[config.mk]
export PLATFORM = sky130hd
export DESIGN_NAME = engine_host_port
export DESIGN_NICKNAME = d
export VERILOG_FILES = /design/src/logic/engine_bus_pkg.sv /design/src/logic/strobe_sync_if.sv /design/src/logic/engine_host_port.sv /design/src/logic/strobe_sync.sv
export SDC_FILE = /design/constraint.sdc
export NUM_CORES = 1
export LEC_CHECK = 0
export ABC_AREA = 1
export BUFFER_PORTS_ARGS = -buffer_cell sky130_fd_sc_hd__buf_4
export CAP_MARGIN = 20
export CORE_ASPECT_RATIO = 0.5
export CORE_MARGIN = 1.5
export CORE_UTILIZATION = 45
export CTS_BUF_LIST = sky130_fd_sc_hd__clkbuf_16
export DETAILED_ROUTE_END_ITERATION = 16
export PLACE_DENSITY = 0.76
export SETUP_SLACK_MARGIN = 0.02
export SYNTH_ARGS = -nofsm -noshare
export SYNTH_HDL_FRONTEND = slang
export SYNTH_SLANG_ARGS = --single-unit
[constraint.sdc]
create_clock -name CLK_IN -period 1.2 [get_ports CLK_IN]
set_input_delay 0.06 -clock CLK_IN [delete_from_list [all_inputs] [get_ports CLK_IN]]
set_output_delay 0.06 -clock CLK_IN [all_outputs]
set_load 0.005 [all_outputs]
[src/logic/engine_bus_pkg.sv]
// engine_bus_pkg: constants shared by the engine host port logic
// assumes: plain SystemVerilog package, referenced as engine_bus_pkg::name
package engine_bus_pkg;

  // ****************************************************
  // port layout
  // ****************************************************
  localparam int ADDR_W = 2;
  localparam int DATA_W = 16;
  localparam int INT_W = 9;

  // ****************************************************
  // register indexes on the host port
  // ****************************************************
  localparam logic [1:0] IDX_STATUS = 2'h0;
  localparam logic [1:0] IDX_INT_ACK = 2'h1;
  localparam logic [1:0] IDX_INT_MASK = 2'h2;

  // ****************************************************
  // values after reset
  // ****************************************************
  localparam logic [8:0] RST_INT_STATUS = 9'h000;
  localparam logic [8:0] RST_INT_MASK = 9'h000;
  localparam logic [15:0] RST_READ_DATA = 16'h0000;

  // ****************************************************
  // strobe synchroniser depth (two flops, one edge stage)
  // ****************************************************
  localparam int SYNC_STAGES = 2;

endpackage : engine_bus_pkg

[src/logic/strobe_sync_if.sv]
// strobe_sync_if: carries the host strobes into and out of the synchroniser
// assumes: raw side is asynchronous, synced side is on the engine clock
`timescale 1ns/100ps
interface strobe_sync_if;
  logic select_raw_n;
  logic read_raw_n;
  logic write_raw_n;
  logic select_act;
  logic read_act;
  logic write_rise;
  logic read_rise;

  modport sync (
    input select_raw_n, read_raw_n, write_raw_n,
    output select_act, read_act, write_rise, read_rise
  );
  modport user (
    output select_raw_n, read_raw_n, write_raw_n,
    input select_act, read_act, write_rise, read_rise
  );
endinterface : strobe_sync_if
[src/logic/engine_host_port.sv]
// engine_host_port: host-side status, interrupt mask and acknowledge logic
// assumes: host strobes may be asynchronous to CLK_IN; core events are
// one-cycle pulses that every engine in the system sees in the same cycle
`timescale 1ns/100ps
module engine_host_port #(
  parameter int DATA_W = engine_bus_pkg::DATA_W,
  parameter int INT_W = engine_bus_pkg::INT_W
) (
  input wire logic CLK_IN,
  input wire logic RST_IN,
  input wire logic ENGINE_SELECT_N_IN,
  input wire logic ENGINE_READ_STROBE_N_IN,
  input wire logic ENGINE_WRITE_STROBE_N_IN,
  input wire logic [engine_bus_pkg::ADDR_W-1:0] REG_ADDR_IN,
  input wire logic [DATA_W-1:0] DATA_IN,
  input wire logic [INT_W-1:0] INT_EVENT_IN,
  output logic [DATA_W-1:0] DATA_OUT,
  output logic DATA_OE_OUT,
  output logic [INT_W-1:0] INT_STATUS_OUT,
  output logic INT_REQ_N_OUT
);

  // ****************************************************
  // strobe synchronisation
  // ****************************************************

  strobe_sync_if sync_bus ();

  // raw strobes enter the synchroniser, never the logic below
  assign sync_bus.select_raw_n = ENGINE_SELECT_N_IN;
  assign sync_bus.read_raw_n = ENGINE_READ_STROBE_N_IN;
  assign sync_bus.write_raw_n = ENGINE_WRITE_STROBE_N_IN;

  strobe_sync u_sync (
    .clk_in(CLK_IN),
    .rst_in(RST_IN),
    .bus(sync_bus.sync)
  );

  // ****************************************************
  // state
  // ****************************************************

  typedef struct packed {
    logic [INT_W-1:0] status;  // sticky interrupt conditions
    logic [INT_W-1:0] mask;    // one enables a condition onto the request
    logic [DATA_W-1:0] rdata;  // read data, held while the read lasts
    logic oe;                  // data bus driven
    logic req_n;               // interrupt request, active low
  } state_t;

  state_t s_q;
  state_t s_d;

  logic [INT_W-1:0] ack_clear;
  logic wr_take;
  logic rd_take;

  // ****************************************************
  // access decode
  // ****************************************************

  // a write is taken once its synchronised strobe asserts with select, so
  // data had two clocks to settle; the host holds the cycle meanwhile
  assign wr_take = sync_bus.write_rise & sync_bus.select_act;
  assign rd_take = sync_bus.read_rise & sync_bus.select_act;

  // ones written to the acknowledge index clear those status bits; the
  // same write broadcast to all engines clears all of them alike
  always_comb begin
    ack_clear = '0;
    if (wr_take && REG_ADDR_IN == engine_bus_pkg::IDX_INT_ACK) begin
      ack_clear = DATA_IN[INT_W-1:0];
    end
  end

  // ****************************************************
  // next state
  // ****************************************************

  always_comb begin
    s_d = s_q;
    // lockstep events set the same bits in every engine; a new event wins
    // over a clear in the same cycle so no condition is lost
    s_d.status = (s_q.status & ~ack_clear) | INT_EVENT_IN;
    if (wr_take && REG_ADDR_IN == engine_bus_pkg::IDX_INT_MASK) begin
      s_d.mask = DATA_IN[INT_W-1:0];
    end
    // request stays low until every unmasked condition is acknowledged
    s_d.req_n = ~|(s_d.status & s_d.mask);
    // read data captured at the start of the read and held until the next read is taken
    if (rd_take) begin
      s_d.rdata = '0;
      unique case (REG_ADDR_IN)
        engine_bus_pkg::IDX_STATUS: begin
          s_d.rdata[INT_W-1:0] = s_q.status;
        end
        engine_bus_pkg::IDX_INT_MASK: begin
          s_d.rdata[INT_W-1:0] = s_q.mask;
        end
        default: begin
          s_d.rdata = '0; // acknowledge and spare indexes read zero
        end
      endcase
    end
    s_d.oe = sync_bus.read_act;
  end

  // ****************************************************
  // registers
  // ****************************************************

  always_ff @(posedge CLK_IN or posedge RST_IN) begin
    if (RST_IN) begin
      s_q.status <= engine_bus_pkg::RST_INT_STATUS;
      s_q.mask <= engine_bus_pkg::RST_INT_MASK;
      s_q.rdata <= engine_bus_pkg::RST_READ_DATA;
      s_q.oe <= 1'b0;
      s_q.req_n <= 1'b1;
    end else begin
      s_q <= s_d;
    end
  end

  // outputs straight from the state flops
  assign DATA_OUT = s_q.rdata;
  assign DATA_OE_OUT = s_q.oe;
  assign INT_STATUS_OUT = s_q.status;
  assign INT_REQ_N_OUT = s_q.req_n;

endmodule : engine_host_port

[src/logic/strobe_sync.sv]
// strobe_sync: two-flop synchroniser for the select and strobes, with edges
// assumes: one clock, async active-high reset, inputs active low
`timescale 1ns/100ps
module strobe_sync (
  input wire logic clk_in,
  input wire logic rst_in,
  strobe_sync_if.sync bus
);

  typedef struct packed {
    logic [2:0] meta;   // first stage, read only by the second
    logic [2:0] stable; // second stage, active high
    logic [2:0] last;   // previous stable value for edge detection
  } state_t;

  state_t s_q;
  state_t s_d;

  // shift active-high copies of select, read, write through the stages
  always_comb begin
    s_d = s_q;
    s_d.meta = {~bus.write_raw_n, ~bus.read_raw_n, ~bus.select_raw_n};
    s_d.stable = s_q.meta;
    s_d.last = s_q.stable;
  end

  always_ff @(posedge clk_in or posedge rst_in) begin
    if (rst_in) begin
      s_q <= '0;
    end else begin
      s_q <= s_d;
    end
  end

  // levels and pulses taken from the stable and last stages only
  assign bus.select_act = s_q.stable[0];
  assign bus.read_act = s_q.stable[1] & s_q.stable[0];
  assign bus.read_rise = s_q.stable[1] & ~s_q.last[1];
  assign bus.write_rise = s_q.stable[2] & ~s_q.last[2];

endmodule : strobe_sync

==> key figures, run 1 <==
Yosys
  – Commonest cells post-synth: nand2_1 (63), dfrtp_1 (36), buf_4 (25), nand3_1 (19), inv_1 (18)
  – Netlist Area Pre-Place: ~0.0017 sq mm
  – EDFF count, synth: 0
  – Post-synth cell types: 20
  – Synth Flop Type: dfrtp_1
  – Ys Warns: 0
  – Gate Count Post-Synth: roughly 200
  – Area leader, netlist: dfrtp_1
  – Most numerous cell in the Yosys netlist: nand2_1
  – Post-synthesis register bit count: 37
  – Avg Cell Area, Syn: ~8.7 sq um
  – Top post-synthesis cells by area: dfrtp_1 (52%), nand2_1 (14%), buf_4 (11%)
  – Synth top area share: 0.517
  – Async SR Flop Fraction: 1.00
  – Register area share after synthesis: 0.532

Critical path
  – Critical path cell sequence: nand2_2 -> nor2_4 -> buf_12 -> nand3_1 -> nand2_1 -> nand2_1 -> nand2_1 -> nand2_1 -> inv_2 -> nand2_1 -> nor2_1
  – CP required: roughly 1.4 ns
  – CP most frequent cell: nand2_1
  – WP buf/inv: 2
  – Reg2reg end: INT_REQ_N_OUT
  – Startpoint types: register
  – Top delay family on crit path: simple AND/OR/NAND/NOR gates
  – CP max stage cell: dfrtp_1
  – Worst path arrival time: 1.62 ns
  – Critical path type: reg2reg
  – Reg-to-reg setup timing slack: -0.20 ns
  – R2r worst-path depth: 11
  – CP Capture Type: register
  – Max incr delay on CP: 0.37 ns
  – CP max FO: 6
  – Worst reg2reg startpoint: u_sync.s_d[2]

Global routing
  – GRT overflow: 0
  – Largest net degree at the start of global routing: 38
  – Vias in the first global route: about 1,300
  – Initial antenna violation count: 0
  – Total Routing Usage GR: 0.185
  – First-pass GRT wire length: 5770 microns

Routing
  – Routed vias: 1,411
  – WL/cell: between 10 and 15 microns
  – Post-route DRC: 0
  – Routed Antenna Nets: 0
  – Via/cell ratio: around 4.7
  – Iter 0 DRT Violations: 77
  – Drt first pass iters: 4
  – Routed wire length: 3620 microns

Worst hold path
  – Hold path endpoint: INT_STATUS_OUT[0]
  – HP Start: INT_EVENT_IN[0]
  – Hold Path Cell Cnt: 3
  – HP Class: in2reg

Clocking
  – H-tree depth: 2
  – CTS Root Cell: clkbuf_16
  – Worst skew pair latency: 0.28 ns
  – Max Root-Sink Buffers: 2
  – CTS clock-pin slew for the worst setup and hold paths: 0.06 ns
  – CTS tree: done
  – CTS buffer count: 5
  – # clock sinks: 37

Timing
  – RSZ-0062 raised after global routing: yes
  – Fin. Hold Viols: 1
  – Final Cycle Share: 1.17
  – Hold_ws: -0.0123 ns
  – Setup violators final: 1
  – Skew final: 0.00494 ns
  – Max-slew violations: 0
  – Final TNS setup: -0.201 ns
  – Worst setup margin: -0.201 ns
  – Fmax achieved: 714 MHz
  – Crit path time final: ~1.4 ns

Pwr
  – Clock network power share: 0.376
  – Flop pwr share: 0.451
  – Sw Pwr: 0.000827 W
  – Total Power: 0.00325 W
  – Comb power frac: 0.172
  – Static leakage: 1.19 nW
  – Power Dens Cells: roughly 1400 mW/mm^2
  – P_int: about 0.0024 W
  – Maximum vdd ir drop: 0.799 mV
  – Switching Fraction: 0.254

Floorplan
  – I/O pin cnt: 59
  – Die footprint: 0.00428 sq mm
  – CORE AREA: between 0.003 and 0.004 sq mm
  – Die Wd: 91.0 microns
  – Site row count: 15
  – Die height: 47.0 microns
  – Initial Util: 0.489

Layout
  – Synth-to-layout area growth: 32.4%
  – Final cell count without fillers: around 300
  – Nets: between 200 and 300
  – # fillers: just under 300
  – Share of cells above drive strength 1: 0.312
  – Ant. Diodes: 0

Flow run
  – Max-Cap Viols: 0

Outcome
  – Violated checks: hold timing, setup timing
  – Status: finished, violations left

Placed design
  – RD Place Congestion: approximately 0.84
  – Buffers on Ports: 44
  – Inst Count DP: between 200 and 300
  – Detailed Place HPWL: 2480 microns
## area by class of cell
cell class / instances / area, sq um / area share
Clock buffer: 5 / 125 / 0.0542
Tap cell: 51 / 63.8 / 0.0276
Multi-Input combinational cell: 121 / 564 / 0.244
Inverter: 22 / 85.1 / 0.0369
Timing Repair Buffer: 62 / 529 / 0.229
Sequential cell: 37 / 927 / 0.402
Clock inverter: 3 / 13.8 / 0.00596
## power by group through the flow
| stage | sequential, W | combinational (W) | clock (W) |
|---|---|---|---|
| 3_5_place_dp | 0.00149 | 0.000522 | 0 |
| 4_1_cts | 0.00147 | 0.000556 | 0.00124 |
| 6_report | 0.00147 | 0.000561 | 0.00122 |
| 5_1_grt | 0.00149 | 0.000624 | 0.00128 |
| 3_3_place_gp | 0.00148 | 0.000506 | 0 |
| 2_1_floorplan | 0.00147 | 0.000380 | 0 |
## metrics by stage
stage,utilization,setup slack (ns),instance area [sq um]
after floorplan,-,0.0143,1770
after global placement,0.568,-0.120,2030
after detailed placement,0.568,-0.222,2030
after CTS,0.640,-0.183,2280
after global routing,0.647,-0.315,2310
final,0.647,-0.201,2310
## layer usage
| metal | global-route usage | vias to the layer above | wire [microns] |
|---|---|---|---|
| li1 | - | 694 | - |
| met1 | 0.213 | 661 | 1550 |
| met2 | 0.334 | 50 | 1800 |
| met3 | 0.0566 | 6 | 209 |
| met4 | 0.0875 | 0 | 57 |
| met5 | 0 | - | 0 |
## worst max-delay path by stage
stage	start	depth (start not counted)	slack, ns	endpoint
6_report	u_sync.s_d[2]	11	-0.20	INT_REQ_N_OUT
5_1_grt	u_sync.s_d[2]	11	-0.32	INT_REQ_N_OUT
4_1_cts	u_sync.s_d[2]	10	-0.18	INT_REQ_N_OUT
3_5_place_dp	u_sync.s_d[2]	10	-0.22	INT_REQ_N_OUT
3_3_place_gp	u_sync.s_d[2]	10	-0.12	INT_REQ_N_OUT
2_1_floorplan	u_sync.bus.select_act	10	0.01	INT_REQ_N_OUT
## flip-flops by register name (all words and copies together) (netlist names)
name                   count
DATA_OE_OUT                1
u_sync.bus.select_act      1
INT_STATUS_OUT             9
u_sync.s_d                 5
u_sync.s_q                 2
INT_REQ_N_OUT              1
s_q                        9
DATA_OUT                   9
## cell families (layout without fill, tap and decap cells)
group	count (synthesis)	count (layout)	synth area share
flip-flops	37	37	0.532
buffers and inverters	49	92	0.166
AO/OA/AOI/OAI	10	10	0.0352
other	1	7	0.00215
AND/OR/NAND/NOR	104	104	0.265
## worst min-delay path: stages
cell and delay [ns]:
buf_4 0.08, inv_1 0.03, nand2_2 0.06
## cell usage in the layout, fill, tap and decap left out, types with 2 or more instances in the layout
cell type / n
nor2_1: 11
conb_1: 7
nor2_4: 3
buf_12: 3
clkbuf_16: 5
dlygate4sd3_1: 9
inv_2: 2
nand3_1: 17
buf_4: 49
nand3_2: 2
clkinv_2: 2
inv_1: 19
dfrtp_1: 36
nand2_2: 7
nand2_1: 61
a31oi_1: 9
## what timing repair did
item	CTS	global route
pin swaps	2	3
resized for setup	0	5
setup endpoints to repair	1	11
hold endpoints to repair	44	0
buffers inserted	2	1
hold buffers	9	0
Power figures use the tool's default switching activity.
==> inputs of run 2 (changes only) <==
- CELL_PAD_IN_SITES_DETAIL_PLACEMENT: not set -> 1
- CELL_PAD_IN_SITES_GLOBAL_PLACEMENT: not set -> 2
- CORE_UTILIZATION: 45 -> 25
- PLACE_DENSITY: 0.76 -> not set
- PLACE_DENSITY_LB_ADDON: not set -> 0.1
==> key figures, run 2 (same netlist as run 1, synthesis figures left out) <==
Pwr
  – Flop pwr share: 0.440 (-0.011)
  – Comb power frac: 0.197 (+0.025)
  – Sw Pwr: 0.000901 W (+9.1%)
  – Switching Fraction: 0.267 (+0.0132)
  – Total Power: 0.00337 W (+3.7%)
  – P_int: 0.00247 W (+1.8%)
  – Maximum vdd ir drop: 0.505 mV (-37%)
  – Power Dens Cells: 1320 mW/mm^2 (-6.2%)
  – Clock network power share: 0.364 (-0.012)
  – Static leakage: 1.25 nW (+5.5%)

Layout
  – Nets: 293 (+4.3%)
  – Ant. Diodes: 0 (unchanged)
  – Synth-to-layout area growth: 46.3%
  – Most frequent cells in the layout: buf_4 (57), nand2_1 (45), dfrtp_1 (36)
  – Most common cell after layout, fill and taps aside: buf_4
  – Share of cells above drive strength 1: 0.402 (+0.0903)

Routing
  – Routed wire length: 5040 microns (+39%)
  – Routed vias: 1,429 (+1.3%)
  – Post-route DRC: 0 (unchanged)
  – WL/cell: 14.3 microns (+19%)
  – Routed Antenna Nets: 0 (unchanged)
  – Iter 0 DRT Violations: 42 (-45%)
  – Via/cell ratio: 4.05 (-14%)
  – Drt first pass iters: 4 (unchanged)

Timing
  – Crit path time final: 1.47 ns (+0.0674 ns)
  – Final TNS setup: -0.546 ns (-0.345 ns)
  – Fin. Hold Viols: 1 (unchanged)
  – Setup violators final: 7 (+6)
  – Hold_ws: -0.00618 ns (+0.00609 ns)
  – Skew final: 0.00403 ns (-0.000906 ns)
  – Worst setup margin: -0.268 ns (-0.0674 ns)
  – Max-slew violations: 0 (unchanged)
  – Fmax achieved: 681 MHz (-4.6%)
  – RSZ-0062 raised after global routing: yes
  – Final Cycle Share: 1.22 (+0.0561)

Critical path
  – R2r worst-path depth: 11 (unchanged)
  – Worst path arrival time: 1.68 ns (+0.06 ns)
  – CP Capture Type: register
  – Critical path type: reg2reg
  – Reg-to-reg setup timing slack: -0.27 ns (-0.07 ns)
  – Startpoint types: register
  – CP Launch Point: u_sync.bus.select_act
  – Worst reg2reg startpoint: u_sync.bus.select_act
  – CP required: 1.41 ns (about the same)
  – CP max FO: 5 (-1)

Clocking
  – Worst skew pair latency: 0.28 ns (about the same)
  – CTS Root Cell: clkbuf_16
  – CTS buffer count: 5 (unchanged)
  – CTS clock-pin slew for the worst setup and hold paths: 0.05 ns (about the same)
  – H-tree depth: 2 (unchanged)
  – CTS tree: done
  – Max Root-Sink Buffers: 2 (unchanged)
  – # clock sinks: 37 (unchanged)

Global routing
  – Total Routing Usage GR: 0.144 (-0.0409)
  – Initial antenna violation count: 0 (unchanged)
  – GRT overflow: 0 (unchanged)
  – Vias in the first global route: 1,434 (+9.1%)
  – Largest net degree at the start of global routing: 38 (unchanged)
  – First-pass GRT wire length: 7650 microns (+33%)

Outcome
  – Violated checks: hold timing, setup timing
  – Status: finished, violations left

Worst hold path
  – Hold Path Cell Cnt: 3 (unchanged)
  – HP Class: in2reg
  – HP Start: INT_EVENT_IN[7]

Placed design
  – RD Place Congestion: 0.716 (-15%)
  – Detailed Place HPWL: 3460 microns (+40%)
  – Buffers on Ports: 44 (unchanged)

Flow run
  – Max-Cap Viols: 0 (unchanged)

Floorplan
  – Die footprint: 0.00751 sq mm (+76%)
  – I/O pin cnt: 59 (unchanged)
  – Die height: 62.0 microns (+32%)
  – CORE AREA: 0.00670 sq mm (+88%)
  – Initial Util: 0.260 (-0.229)
  – Die Wd: 121 microns (+33%)
  – Site row count: 21 (+6)
==> run 2: worst paths after layout <==
path / end
worst min register to register: u_sync.s_d[1]
min in group asynchronous: u_sync.s_d[4]
worst min-delay path: INT_STATUS_OUT[7]
max in group asynchronous: INT_REQ_N_OUT
worst max-delay path: INT_REQ_N_OUT
worst max register to register: INT_REQ_N_OUT
==> run 2: critical path: stages (launching register included) <==
cell and delay [ns]:
dfrtp_1 0.39, buf_4 0.12, nand3_1 0.12, nor2_4 0.22
buf_12 0.14, nand2_1 0.05, nand2_2 0.08, nand2_2 0.06
nand2_2 0.07, nor2_4 0.04, nand2_1 0.07, nor2_1 0.05
==> run 2: power groups by stage <==
stage | Combinational (W) | Clock, W | Sequential [W]
after floorplan | 0.000380 | 0 | 0.00147
after global placement | 0.000557 | 0 | 0.00149
after detailed placement | 0.000565 | 0 | 0.00149
after CTS | 0.000621 | 0.00127 | 0.00148
after global routing | 0.000742 | 0.00131 | 0.00150
final | 0.000663 | 0.00123 | 0.00148
==> run 2: layout make-up <==
class	instances	area (sq um)
Timing Repair Buffer	74	639
Multi-Input combinational cell	121	651
Sequential cell	37	927
Clock buffer	5	125
Inverter	22	85.1
Fill cell	790	4150
Tap cell	92	115
Clock inverter	2	7.51
==> run 2: through the flow <==
step	hold slack, ns	instances	setup slack [ns]	cell area (sq um)	utilization
final	-0.00618	353	-0.268	2550	0.381
after global routing	0.00746	353	-0.396	2550	0.381
after CTS	0.000501	347	-0.275	2410	0.360
after detailed placement	0.146	326	-0.276	2110	0.314
after global placement	0.143	326	-0.236	2110	0.314
after floorplan	0.119	207	0.0143	1770	-
==> run 2: layer usage <==
| metal | track usage | wire (microns) | share of wire |
|---|---|---|---|
| met1 | 0.206 | 2670 | 0.53 |
| met2 | 0.208 | 2050 | 0.41 |
| met3 | 0.0447 | 243 | 0.048 |
| met4 | 0.0454 | 75 | 0.015 |
| met5 | 0 | 0 | 0 |
==> run 2: repair_timing <==
| item | 4_1_cts | 5_1_grt |
|---|---|---|
| hold endpoints to repair | 47 | 0 |
| resized for setup | 9 | 22 |
| setup buffers | 2 | 6 |
| hold buffers | 12 | 0 |
| pin swaps | 6 | 13 |
| endpoints found under the setup margin | 5 | 24 |
==> inputs of run 3 (changes only) <==
- CORE_UTILIZATION: 25 -> 26
- CTS_BUF_LIST: sky130_fd_sc_hd__clkbuf_16 -> sky130_fd_sc_hd__clkbuf_4
- PLACE_DENSITY_LB_ADDON: 0.1 -> 0.25
==> key figures, run 3 (same netlist as run 1, synthesis figures left out) <==
Routing
  – Post-route DRC: 0 (unchanged)
  – Drt first pass iters: 4 (unchanged)
  – Iter 0 DRT Violations: 88 (+110%)
  – Routed Antenna Nets: 0 (unchanged)
  – Via/cell ratio: 4.04 (-0.29%)
  – Routed vias: 1,433 (+0.28%)
  – WL/cell: 13.3 microns (-6.7%)
  – Routed wire length: 4730 microns (-6.2%)

Clocking
  – CTS clock-pin slew for the worst setup and hold paths: 0.12 ns (+0.07 ns)
  – CTS buffer count: 5 (unchanged)
  – Worst skew pair latency: 0.33 ns (+0.05 ns)
  – Max Root-Sink Buffers: 2 (unchanged)
  – H-tree depth: 2 (unchanged)
  – # clock sinks: 37 (unchanged)
  – CTS Root Cell: clkbuf_4
  – CTS tree: done

Floorplan
  – I/O pin cnt: 59 (unchanged)
  – Site row count: 20 (-4.8%)
  – Die Wd: 119 microns (-1.9%)
  – Die footprint: 0.00723 sq mm (-3.7%)
  – CORE AREA: 0.00626 sq mm (-6.6%)
  – Die height: 60.9 microns (-1.8%)
  – Initial Util: 0.279 (+0.0185)

Pwr
  – Maximum vdd ir drop: 0.327 mV (-35%)
  – Power Dens Cells: 1120 mW/mm^2 (-16%)
  – Static leakage: 1.22 nW (-2.7%)
  – Total Power: 0.00272 W (-19%)

Critical path
  – Critical path cell sequence: buf_4 -> nand3_2 -> nor2_4 -> nand2_1 -> nand2_2 -> a21oi_1 -> nor2_1 -> nand2_1 -> nor2_1
  – Max incr delay on CP: 0.40 ns (about the same)
  – Startpoint types: register
  – CP max FO: 6 (+1)
  – CP required: 1.48 ns (+0.07 ns)
  – CP max stage cell: dfrtp_1
  – Top delay family on crit path: simple AND/OR/NAND/NOR gates
  – WP buf/inv: 1 (-1)
  – CP Capture Type: register
  – Worst path arrival time: 1.66 ns (-0.02 ns)
  – Reg-to-reg setup timing slack: -0.18 ns (+0.09 ns)
  – Critical path type: reg2reg

Global routing
  – GRT overflow: 0 (unchanged)
  – Vias in the first global route: 1,468 (+2.4%)
  – Initial antenna violation count: 0 (unchanged)
  – First-pass GRT wire length: 7620 microns (-0.46%)
  – Total Routing Usage GR: 0.142 (-0.00191)
  – Largest net degree at the start of global routing: 38 (unchanged)

Layout
  – Ant. Diodes: 0 (unchanged)
  – # fillers: 769 (-2.7%)
  – Synth-to-layout area growth: 40.0%
  – Nets: 298 (+1.7%)
  – Fin util: 0.390 (+0.00942)
  – Share of cells above drive strength 1: 0.315 (-0.0877)
  – Most frequent cells in the layout: nand2_1 (60), buf_4 (53), dfrtp_1 (36)
  – Most common cell after layout, fill and taps aside: nand2_1

Worst hold path
  – HP Class: in2reg

Timing
  – Setup violators final: 3 (-4)
  – Worst setup margin: -0.178 ns (+0.0897 ns)
  – Fin. Hold Viols: 0 (-1)
  – Skew final: 0.0113 ns (+0.00727 ns)
  – Fmax achieved: 725 MHz (+6.5%)
  – RSZ-0062 raised after global routing: yes
  – Crit path time final: 1.38 ns (-0.0897 ns)
  – Max-slew violations: 0 (unchanged)
  – Final Cycle Share: 1.15 (-0.0748)

Outcome
  – Status: finished, violations left
  – Violated checks: setup timing

Placed design
  – Buffers on Ports: 44 (unchanged)
  – RD Place Congestion: 0.746 (+4.2%)
  – Detailed Place HPWL: 3300 microns (-4.6%)

Flow run
  – Max-Cap Viols: 0 (unchanged)
## run 3: cell count changes in the layout (fill, tap and decap cells not counted), sizes merged
cell	delta
clkinv	+2
inv	-1
dlygate4sd3	+9
buf	-4
## run 3: power by group
part           internal, W  switching, W
logic             0.000322      0.000296
registers          0.00139     0.0000806
clock network     0.000213      0.000424
## run 3: worst min-delay path, cell delays in order
cell,delay [ns]
buf_4,0.09
inv_1,0.03
nand2_1,0.06
nand2_2,0.05
inv_1,0.04
## run 3: final timing paths
check,from,depth (start not counted),end
worst max register to register,u_sync.bus.select_act,9,INT_REQ_N_OUT
max in group asynchronous,RST_IN,4,INT_REQ_N_OUT
worst min register to register,u_sync.s_d[4],0,u_sync.s_d[1]
worst max-delay path,u_sync.bus.select_act,9,INT_REQ_N_OUT
min in group asynchronous,RST_IN,4,INT_STATUS_OUT[3]
worst min-delay path,DATA_IN[4],5,s_q[22]
## run 3: metal layers
layer,GRT usage,up-vias,wire (microns)
li1,-,719,-
met4,0.0310,0,27
met1,0.210,679,2540
met2,0.213,33,1950
met3,0.0320,2,210
met5,0,-,0
## run 3: area by class of cell
cell class	count	area [sq um]	area share
Timing Repair Buffer	79	691	0.283
Sequential cell	37	927	0.380
Multi-Input combinational cell	121	577	0.236
Tap cell	88	110	0.0451
Clock inverter	3	12.5	0.00513
Inverter	22	85.1	0.0349
Clock buffer	5	37.5	0.0154
## run 3: what timing repair did
| item | CTS | global route |
|---|---|---|
| gates resized for setup | 5 | 4 |
| endpoints found under the hold margin | 56 | 0 |
| setup endpoints to repair | 6 | 21 |
| pin swaps | 4 | 7 |
| hold buffers | 21 | 0 |
| setup buffers | 2 | 2 |
## run 3: stage by stage
stage | setup TNS (ns) | setup WS [ns] | area, sq um | hold slack [ns] | std cells
floorplan | 0 | 0.0143 | 1770 | 0.119 | 207
CTS | -0.217 | -0.177 | 2410 | 0.0258 | 353
global placement | -0.205 | -0.205 | 2110 | 0.142 | 322
global route | -1.13 | -0.293 | 2440 | 0.0273 | 355
finish | -0.223 | -0.178 | 2440 | 0.0187 | 355
detailed placement | -0.192 | -0.192 | 2110 | 0.141 | 322
